<file path="src/rtl/comparator_pkg.sv">
// Purpose: shared constants for the analog comparator control block
// Assumes: AXI4-Lite register access, 32-bit data, one word per register
// Notes: printed offsets are not multiples of four, so they are indices
package comparator_pkg;
  // register indices and the word address shift
  localparam logic [7:0] CTRL_B_INDEX = 8'h13;
  localparam logic [7:0] CTRL_STATUS_INDEX = 8'h14;
  localparam logic [7:0] IRQ_STATUS_INDEX = 8'h15;
  localparam logic [7:0] IRQ_CLEAR_INDEX = 8'h16;
  localparam logic [7:0] IRQ_ENABLE_INDEX = 8'h17;
  localparam logic [7:0] SYSTEM_INDEX = 8'h18;
  localparam logic [7:0] ADDR_WORD_SHIFT = 8'h02;
  // control/status field positions
  localparam int POWER_OFF_BIT = 7;
  localparam int BANDGAP_BIT = 6;
  localparam int OUTPUT_BIT = 5;
  localparam int EVENT_FLAG_BIT = 4;
  localparam int IRQ_ENABLE_BIT = 3;
  localparam int CAPTURE_BIT = 2;
  localparam int MODE_LSB = 0;
  // control b field positions
  localparam int HYST_SELECT_BIT = 7;
  localparam int HYST_LEVEL_BIT = 6;
  localparam int MUX_ENABLE_BIT = 2;
  localparam logic [7:0] CTRL_B_RESET = 8'h00;
  localparam logic [7:0] CTRL_B_WRITE_MASK = 8'hC4;
  localparam logic [7:0] CTRL_STATUS_RESET = 8'h00;
  // system register fields: global enable, converter enable, power red.
  localparam int GLOBAL_IE_BIT = 0;
  localparam int CONV_ENABLE_BIT = 1;
  localparam int CONV_PWR_RED_BIT = 2;
  localparam int CHANNEL_LSB = 4;
  localparam logic [7:0] SYSTEM_RESET = 8'h00;
  // interrupt status bit positions
  localparam int IRQ_EVENT_BIT = 0;
  localparam int IRQ_OUTPUT_BIT = 1;
  // interrupt modes
  localparam logic [1:0] MODE_TOGGLE = 2'h0;
  localparam logic [1:0] MODE_RESERVED = 2'h1;
  localparam logic [1:0] MODE_FALLING = 2'h2;
  localparam logic [1:0] MODE_RISING = 2'h3;
  // axi responses
  localparam logic [1:0] RESP_OKAY = 2'h0;
  localparam logic [1:0] RESP_SLVERR = 2'h2;
  // channel count of the converter multiplexer
  localparam int CHANNELS = 8;
endpackage

</file>
<file path="src/rtl/comparator_control.sv">
// Purpose: control and status logic around an analog comparator core
// Assumes: AXI4-Lite slave, one write and one read at a time
// Notes: analog selections leave as registered control outputs
//
// Behaviour
// - output bit set when positive exceeds negative
// - output synchronised, lags core one-two clocks
// - mode 00 toggle, 01 reserved, 10 fall, 11 rise
// - flag set on event, cleared by vector/write-one
// - comparator_irq needs flag, enable and global enable
// - power-off bit switches core off
// - bandgap bit steers reference to positive input
// - capture bit routes output to timer capture
// - mux enable picks converter channel or pin
// - hysteresis off, or 20 mV / 50 mV
// - mux used only while converter disabled
// - control b bit 4 reads zero, touch bits zero
//
// The AXI4-Lite interface to the registers was chosen for this implementation.
`timescale 1ns/1ps
module comparator_control
  import comparator_pkg::*;
(
  input wire logic clock, // 10 MHz system clock
  input wire logic rst_n, // async reset, active low
  input wire logic [7:0] s_axi_awaddr, // write address
  input wire logic s_axi_awvalid, // write address valid
  output logic s_axi_awready, // write address ready
  input wire logic [31:0] s_axi_wdata, // write data
  input wire logic [3:0] s_axi_wstrb, // write strobes
  input wire logic s_axi_wvalid, // write data valid
  output logic s_axi_wready, // write data ready
  output logic [1:0] s_axi_bresp, // write response
  output logic s_axi_bvalid, // write response valid
  input wire logic s_axi_bready, // write response ready
  input wire logic [7:0] s_axi_araddr, // read address
  input wire logic s_axi_arvalid, // read address valid
  output logic s_axi_arready, // read address ready
  output logic [31:0] s_axi_rdata, // read data
  output logic [1:0] s_axi_rresp, // read response
  output logic s_axi_rvalid, // read data valid
  input wire logic s_axi_rready, // read data ready
  input wire logic comparator_raw, // core result, async
  input wire logic vector_ack, // comparator vector executed, pulse
  output logic comparator_power_off, // core power switched off
  output logic bandgap_positive_select, // bandgap on positive input
  output logic negative_mux_enable, // converter channel on negative
  output logic [2:0] negative_channel, // converter channel number
  output logic capture_trigger, // comparator to timer capture
  output logic hysteresis_enable, // hysteresis on
  output logic hysteresis_level, // 0: 20 mV, 1: 50 mV
  output logic comparator_irq, // comparator vector request
  output logic irq // status/enable interrupt line
);
  // ---- register state ----
  logic [7:0] ctrl_b_q; // hysteresis and mux enable bits
  logic [7:0] ctrl_q; // control byte, output and flag bits unused
  logic [7:0] sys_q; // global enable, converter bits, channel
  logic event_flag_q; // comparator event flag
  logic [1:0] irq_stat_q; // sticky status for irq line
  logic [1:0] irq_en_q; // enables for irq line
  logic comparator_output_sync; // synchronised output
  logic event_pulse; // mode-matched edge
  logic any_edge; // any output edge

  // ---- bus state ----
  logic aw_held_q; // write address taken
  logic w_held_q; // write data taken
  logic [7:0] awaddr_q; // captured write address
  logic [31:0] wdata_q; // captured write data
  logic [3:0] wstrb_q; // captured strobes
  logic bvalid_q; // write response pending
  logic [1:0] bresp_q; // write response code
  logic rvalid_q; // read data pending
  logic [31:0] rdata_q; // read data
  logic [1:0] rresp_q; // read response code

  // raw core result crosses into system domain
  sync_two_ff u_sync (
    .clock(clock),
    .rst_n(rst_n),
    .async_in(comparator_raw),
    .sync_out(comparator_output_sync)
  );

  edge_event u_edge (
    .clock(clock),
    .rst_n(rst_n),
    .level_in(comparator_output_sync),
    .mode(ctrl_q[MODE_LSB +: 2]),
    .event_pulse(event_pulse),
    .any_edge(any_edge)
  );

  // ---- write path decode ----
  function automatic logic addr_is(input logic [7:0] addr,
                                   input logic [7:0] index);
    addr_is = (addr >> ADDR_WORD_SHIFT) == index && addr[1:0] == 2'h0;
  endfunction

  wire do_write = aw_held_q && w_held_q && !bvalid_q;
  wire wr_lane0 = do_write && wstrb_q[0];
  wire wr_b = wr_lane0 && addr_is(awaddr_q, CTRL_B_INDEX);
  wire wr_ctrl = wr_lane0 && addr_is(awaddr_q, CTRL_STATUS_INDEX);
  wire wr_iclr = wr_lane0 && addr_is(awaddr_q, IRQ_CLEAR_INDEX);
  wire wr_ien = wr_lane0 && addr_is(awaddr_q, IRQ_ENABLE_INDEX);
  wire wr_sys = wr_lane0 && addr_is(awaddr_q, SYSTEM_INDEX);
  wire wr_mapped = addr_is(awaddr_q, CTRL_B_INDEX) ||
                   addr_is(awaddr_q, CTRL_STATUS_INDEX) ||
                   addr_is(awaddr_q, IRQ_STATUS_INDEX) ||
                   addr_is(awaddr_q, IRQ_CLEAR_INDEX) ||
                   addr_is(awaddr_q, IRQ_ENABLE_INDEX) ||
                   addr_is(awaddr_q, SYSTEM_INDEX);
  wire [7:0] wbyte = wdata_q[7:0];

  // flag clear sources: vector acknowledge or write-one
  wire flag_clear = vector_ack ||
                    (wr_ctrl && wbyte[EVENT_FLAG_BIT]);
  // set wins over a clear in the same cycle
  wire flag_d = event_pulse | (event_flag_q & ~flag_clear);

  wire [1:0] stat_events = {any_edge, event_pulse};
  wire [1:0] stat_clear = wr_iclr ? wbyte[1:0] : 2'h0;
  wire [1:0] stat_d = stat_events | (irq_stat_q & ~stat_clear);

  // mux only wins while the converter is off
  wire mux_active = ctrl_b_q[MUX_ENABLE_BIT] &
                    ~sys_q[CONV_ENABLE_BIT];
  // request needs flag, local enable, global enable
  wire irq_req_d = flag_d & ctrl_q[IRQ_ENABLE_BIT] &
                   sys_q[GLOBAL_IE_BIT];

  // ---- axi write channels ----
  always_ff @(posedge clock or negedge rst_n) begin
    if (!rst_n) begin
      aw_held_q <= 1'b0;
      awaddr_q <= 8'h00;
    end else if (s_axi_awvalid && !aw_held_q) begin
      aw_held_q <= 1'b1;
      awaddr_q <= s_axi_awaddr;
    end else if (do_write) begin
      aw_held_q <= 1'b0;
    end
  end

  always_ff @(posedge clock or negedge rst_n) begin
    if (!rst_n) begin
      w_held_q <= 1'b0;
      wdata_q <= 32'h0000_0000;
      wstrb_q <= 4'h0;
    end else if (s_axi_wvalid && !w_held_q) begin
      w_held_q <= 1'b1;
      wdata_q <= s_axi_wdata;
      wstrb_q <= s_axi_wstrb;
    end else if (do_write) begin
      w_held_q <= 1'b0;
    end
  end

  // response raised one cycle after both halves are held
  always_ff @(posedge clock or negedge rst_n) begin
    if (!rst_n) begin
      bvalid_q <= 1'b0;
      bresp_q <= RESP_OKAY;
    end else if (do_write) begin
      bvalid_q <= 1'b1;
      bresp_q <= wr_mapped ? RESP_OKAY : RESP_SLVERR;
    end else if (s_axi_bready) begin
      bvalid_q <= 1'b0;
    end
  end

  // ---- register updates ----
  always_ff @(posedge clock or negedge rst_n) begin
    if (!rst_n) begin
      ctrl_b_q <= CTRL_B_RESET;
      ctrl_q <= CTRL_STATUS_RESET;
      sys_q <= SYSTEM_RESET;
      irq_en_q <= 2'h0;
    end else begin
      // touch bits and bit 4 are not stored, so read zero
      if (wr_b) ctrl_b_q <= wbyte & CTRL_B_WRITE_MASK;
      if (wr_ctrl) ctrl_q <= wbyte;
      if (wr_sys) sys_q <= wbyte;
      if (wr_ien) irq_en_q <= wbyte[1:0];
    end
  end

  // event flag and sticky status
  always_ff @(posedge clock or negedge rst_n) begin
    if (!rst_n) begin
      event_flag_q <= 1'b0;
      irq_stat_q <= 2'h0;
    end else begin
      event_flag_q <= flag_d;
      irq_stat_q <= stat_d;
    end
  end

  // ---- registered outputs to the analog core, timer capture and interrupts ----
  always_ff @(posedge clock or negedge rst_n) begin
    if (!rst_n) begin
      comparator_power_off <= 1'b0;
      bandgap_positive_select <= 1'b0;
      negative_mux_enable <= 1'b0;
      negative_channel <= 3'h0;
      capture_trigger <= 1'b0;
      hysteresis_enable <= 1'b0;
      hysteresis_level <= 1'b0;
      comparator_irq <= 1'b0;
      irq <= 1'b0;
    end else begin
      comparator_power_off <= ctrl_q[POWER_OFF_BIT];
      bandgap_positive_select <= ctrl_q[BANDGAP_BIT];
      // channels 8 and up are not comparator sources
      negative_mux_enable <= mux_active &
        ~sys_q[CHANNEL_LSB + 3];
      negative_channel <= sys_q[CHANNEL_LSB +: 3];
      // no connection while capture route is off
      capture_trigger <= ctrl_q[CAPTURE_BIT] &
                         comparator_output_sync;
      hysteresis_enable <= ctrl_b_q[HYST_SELECT_BIT];
      hysteresis_level <= ctrl_b_q[HYST_LEVEL_BIT];
      comparator_irq <= irq_req_d;
      irq <= |(stat_d & irq_en_q);
    end
  end

  // ---- read path ----
  wire [7:0] rd_ctrl = {ctrl_q[7:6], comparator_output_sync,
                        event_flag_q, ctrl_q[3:0]};
  wire [7:0] rd_b = ctrl_b_q;
  wire rd_ok = addr_is(s_axi_araddr, CTRL_B_INDEX) ||
               addr_is(s_axi_araddr, CTRL_STATUS_INDEX) ||
               addr_is(s_axi_araddr, IRQ_STATUS_INDEX) ||
               addr_is(s_axi_araddr, IRQ_CLEAR_INDEX) ||
               addr_is(s_axi_araddr, IRQ_ENABLE_INDEX) ||
               addr_is(s_axi_araddr, SYSTEM_INDEX);
  wire [7:0] rd_byte =
    addr_is(s_axi_araddr, CTRL_B_INDEX) ? rd_b :
    addr_is(s_axi_araddr, CTRL_STATUS_INDEX) ? rd_ctrl :
    addr_is(s_axi_araddr, IRQ_STATUS_INDEX) ? {6'h00, irq_stat_q} :
    addr_is(s_axi_araddr, IRQ_ENABLE_INDEX) ? {6'h00, irq_en_q} :
    addr_is(s_axi_araddr, SYSTEM_INDEX) ? sys_q : 8'h00;
  wire take_ar = s_axi_arvalid && !rvalid_q;

  // read answered in the cycle after the address is taken
  always_ff @(posedge clock or negedge rst_n) begin
    if (!rst_n) begin
      rvalid_q <= 1'b0;
      rdata_q <= 32'h0000_0000;
      rresp_q <= RESP_OKAY;
    end else if (take_ar) begin
      rvalid_q <= 1'b1;
      rdata_q <= {24'h00_0000, rd_byte};
      rresp_q <= rd_ok ? RESP_OKAY : RESP_SLVERR;
    end else if (s_axi_rready) begin
      rvalid_q <= 1'b0;
    end
  end

  assign s_axi_awready = !aw_held_q;
  assign s_axi_wready = !w_held_q;
  assign s_axi_bvalid = bvalid_q;
  assign s_axi_bresp = bresp_q;
  assign s_axi_arready = !rvalid_q;
  assign s_axi_rvalid = rvalid_q;
  assign s_axi_rdata = rdata_q;
  assign s_axi_rresp = rresp_q;
endmodule

</file>
<file path="src/rtl/edge_event.sv">
// Purpose: edge detection and mode match on the synchronised output
// Assumes: input already in the clock domain
// Notes: one-cycle pulse per matching edge
`timescale 1ns/1ps
module edge_event
  import comparator_pkg::*;
(
  input wire logic clock, // system clock
  input wire logic rst_n, // async reset, active low
  input wire logic level_in, // synchronised comparator output
  input wire logic [1:0] mode, // interrupt mode field
  output logic event_pulse, // matching edge, one cycle
  output logic any_edge // any edge, one cycle
);
  logic prev_q; // level one clock earlier
  logic rise; // rising edge
  logic fall; // falling edge

  // hold previous level for comparison
  always_ff @(posedge clock or negedge rst_n) begin
    if (!rst_n) prev_q <= 1'b0;
    else prev_q <= level_in;
  end

  assign rise = level_in & ~prev_q;
  assign fall = ~level_in & prev_q;
  assign any_edge = rise | fall;
  // reserved mode never fires
  assign event_pulse = (mode == MODE_TOGGLE) ? any_edge :
                       (mode == MODE_FALLING) ? fall :
                       (mode == MODE_RISING) ? rise : 1'b0;
endmodule

</file>
<file path="src/rtl/sync_two_ff.sv">
// Purpose: two flip-flop level synchroniser
// Assumes: input is asynchronous to clock
// Notes: first stage is read only by the second
`timescale 1ns/1ps
module sync_two_ff (
  input wire logic clock, // system clock
  input wire logic rst_n, // async reset, active low
  input wire logic async_in, // level from outside the domain
  output logic sync_out // synchronised level
);
  logic meta_q; // first stage, may be metastable

  // plain shift through two stages
  always_ff @(posedge clock or negedge rst_n) begin
    if (!rst_n) begin
      meta_q <= 1'b0;
      sync_out <= 1'b0;
    end else begin
      meta_q <= async_in;
      sync_out <= meta_q;
    end
  end
endmodule

</file>
<file path="config.mk">
export PLATFORM = sky130hd
export DESIGN_NAME = comparator_control
export DESIGN_NICKNAME = d
export VERILOG_FILES = /design/src/rtl/comparator_pkg.sv /design/src/rtl/comparator_control.sv /design/src/rtl/edge_event.sv /design/src/rtl/sync_two_ff.sv
export SDC_FILE = /design/constraint.sdc
export NUM_CORES = 1
export LEC_CHECK = 0
export BUFFER_PORTS_ARGS = -buffer_cell sky130_fd_sc_hd__buf_4
export CAP_MARGIN = 20
export CORE_MARGIN = 2
export CORE_UTILIZATION = 36
export CTS_CLUSTER_DIAMETER = 200
export CTS_CLUSTER_SIZE = 30
export DETAILED_ROUTE_END_ITERATION = 12
export PLACE_DENSITY = 0.62
export SLEW_MARGIN = 40
export SYNTH_ARGS = -nofsm -noshare
export SYNTH_HDL_FRONTEND = slang
export SYNTH_SLANG_ARGS = --single-unit
</file>
<file path="constraint.sdc">
create_clock -name clock -period 4.4 [get_ports clock]
set_clock_uncertainty 0.15 [all_clocks]
set_input_delay 0.88 -clock clock [delete_from_list [all_inputs] [get_ports clock]]
set_output_delay 0.88 -clock clock [all_outputs]
set_load 0.005 [all_outputs]
</file>
==> impl_metrics.toml <==
[final_layout]
area_delta_synth_final_pct = 21.0
fin_cells = 411
layout_common_cells = "dfrtp_1 (67), buf_4 (59), mux2_2 (38), conb_1 (26), nand2_1 (12)"
fillers = 782
final_common_cell = "dfrtp_1"
drive_above_1_share = 0.386
nNetsFinal = 365
diodes = 0

[route]
drt_iter0_drc = 65
routed_wl_um = 5810
firstDrtPassIters = 4
drc = 0
vias = 1965
ant_nets = 0
viasPerCell = 4.78
wire_per_inst_um = 14.1

[worst_setup_path]
crit_chain = "buf_4 > or4b_4 > nor4_4 > a221oi_1 > nor3_1"
cp-start-kind = "primary input"
max_stage_delay_ns = 0.62
crit_buf_inv = 1
critPathMaxFanout = 8
worstSetupEndpointType = "flip-flop"
crit_required_ns = 4.51
critPathSlowestCell = "or4b_4"
arrival_ns = 2.51
path_delay_family = "simple AND/OR/NAND/NOR gates"
path_class = "primary input to flip-flop"

[global_routing]
grt_antenna_before_repair = 0
grt_pass1_vias = 1988
overflow = 0
grt_max_degree = 41
grt_use_total = 0.142
grt_first_pass_wirelength_um = 9650

[synth]
synthSimpleGateAreaFrac = 0.122
synth_ff_type = "dfrtp_1"
ys_seq_area_frac = 0.561
synth_cell_types = 43
ys_warn_count = 0
ys_ff_latch = 67
synth_xor_area_frac = 0
synth.avg_cell_area_um2 = 12.6
synthCells = 237
synth_adder_area_share = 0.00838
synth-edff-count = 0
async_flop_share = 1.00
syn_area_um2 = 2990
muxShareOfSynthArea = 0.143
synth_top_family_by_area = "multiplexers"
synth_compound_area_frac = 0.0775

[power]
peakVddDrop_uv = 240
finalPower_uw = 1650
powerDensity_nw_per_um2 = 457
cellLeakagePower_uw = 0.00174

[timing]
rsz0062_at_grt = "no"
slew_headroom = 0.520
fin_crit_ns = 2.40
drv_slew = 0
hold_viol_final = 0
fin_tns_setup_ns = 0
finalCritPeriodShare = 0.546
max_freq_mhz = 417
tightest_slew_ns = 0.719
setup_violations = 0

[floorplanning]
die_height_um = 95.1
core_um2 = 8130
die_w_um = 95.1
fp-row-count = 33
start_util = 0.367
io-pin-count = 113
die_area_um2 = 9040

[clock_network]
path_clk_slew_ns = 0.07
holdBufCountCts = 0
cts_tree = "built"
cts-htree-levels = 3
numCtsBuffers = 9
clk_root_buffer_cell = "clkbuf_8"
clock_path_buffers = 2
cts_setup_buffers = 0
cts_resized = 0
cts_sinks = 67
insertion_delay_ns = 0.34

[min_path]
hold_class = "flip-flop to flip-flop"

[place]
gp_congestion = 0.771
numPlacedInstances = 396
dp_hpwl_um = 4260
numPortBuffers = 59

[status]
outcome = "completed"

[job]
cap_violations = 0
[synth_stat cells (2+ instances only)]
master,number,area [µm²]
mux2_2,38,428
nand2b_1,2,12.5
and4b_1,2,20.0
nand4_1,3,18.8
a2bb2oi_1,2,17.5
o21ai_1,3,15.0
dfrtp_1,67,1680
o31ai_1,3,22.5
inv_1,9,33.8
and2_1,2,12.5
a21oi_1,2,10.0
nor4b_1,3,26.3
nor2_1,7,26.3
buf_4,26,195
ha_1,2,25.0
nor2b_1,5,31.3
o21ai_0,7,35.0
nand2_1,12,45.0
nor3_1,6,30.0
a22oi_1,6,45.0
a221oi_1,2,17.5
nor3b_1,2,15.0
a21o_1,2,15.0
nand3_1,2,10.0
o21a_1,2,15.0
clkbuf_1,3,11.3
[power by group]
part | leakage (µW) | internal (µW) | total [µW] | switching (µW)
registers | 0.000855 | 758 | 886 | 128
clock network | 0.0000819 | 199 | 418 | 219
logic | 0.000798 | 212 | 347 | 135
[worst register-to-register path, stage by stage, from the launching register on]
cell	delay [ns]
dfrtp_1	0.39
nor4b_1	0.63
nand3_1	0.59
mux2_2	0.45
[routing by layer]
layer | up-vias | global-route usage | share of wire
li1 | 918 | - | -
met1 | 958 | 0.183 | 0.44
met2 | 84 | 0.218 | 0.47
met3 | 5 | 0.0601 | 0.081
met4 | 0 | 0.0411 | 0.0060
met5 | - | 0 | 0
[final timing paths]
check                                 from               to  slack [ns]  cells past startpoint
hold / removal               u_sync.meta_q  u_sync.sync_out        0.21                      0
setup reg to reg               awaddr_q[7]         sys_q[5]        2.08                      3
max in group asynchronous            rst_n       wdata_q[7]        3.27                      2
min in group asynchronous            rst_n    u_sync.meta_q        0.31                      1
hold reg to reg              u_sync.meta_q  u_sync.sync_out        0.21                      0
setup / recovery           s_axi_araddr[1]   s_axi_rdata[7]        2.00                      5
[through the flow]
step	hold slack [ns]	utilization	area [µm²]	setup slack [ns]
after floorplan	0.181	-	3080	1.99
after global placement	0.186	0.422	3430	1.68
after detailed placement	0.186	0.425	3450	1.64
after CTS	0.215	0.444	3610	2.01
after global routing	0.217	0.444	3610	1.87
final	0.209	0.444	3610	2.00
[state kept, by name, indices dropped and copies added (netlist names), 2 cells and up]
name	cells
irq_stat_q	2
wdata_q	8
irq_en_q	2
negative_channel	3
ctrl_b_q	3
awaddr_q	8
sys_q	8
s_axi_rdata	8
ctrl_q	6
[cells by family (layout without fill, tap and decap cells)]
| logic type | Yosys count | count (layout) |
|---|---|---|
| flip-flops | 67 | 67 |
| AND/OR/NAND/NOR | 57 | 57 |
| buffers and inverters | 40 | 84 |
| multiplexers | 38 | 38 |
| AO/OA/AOI/OAI | 32 | 32 |
| adder cells (fa/ha/maj) | 2 | 2 |
| other | 1 | 26 |
[final cells by class]
class                           instances  area [µm²]  share of cell area
Clock inverter                          5        31.3             0.00866
Inverter                                9        33.8             0.00935
Timing Repair Buffer                   60         463               0.128
Sequential cell                        67        1680               0.464
Multi-Input combinational cell        155        1150               0.318
Clock buffer                           10         128              0.0353
Tap cell                              105         131              0.0364
(Power assumes the default switching activity.)
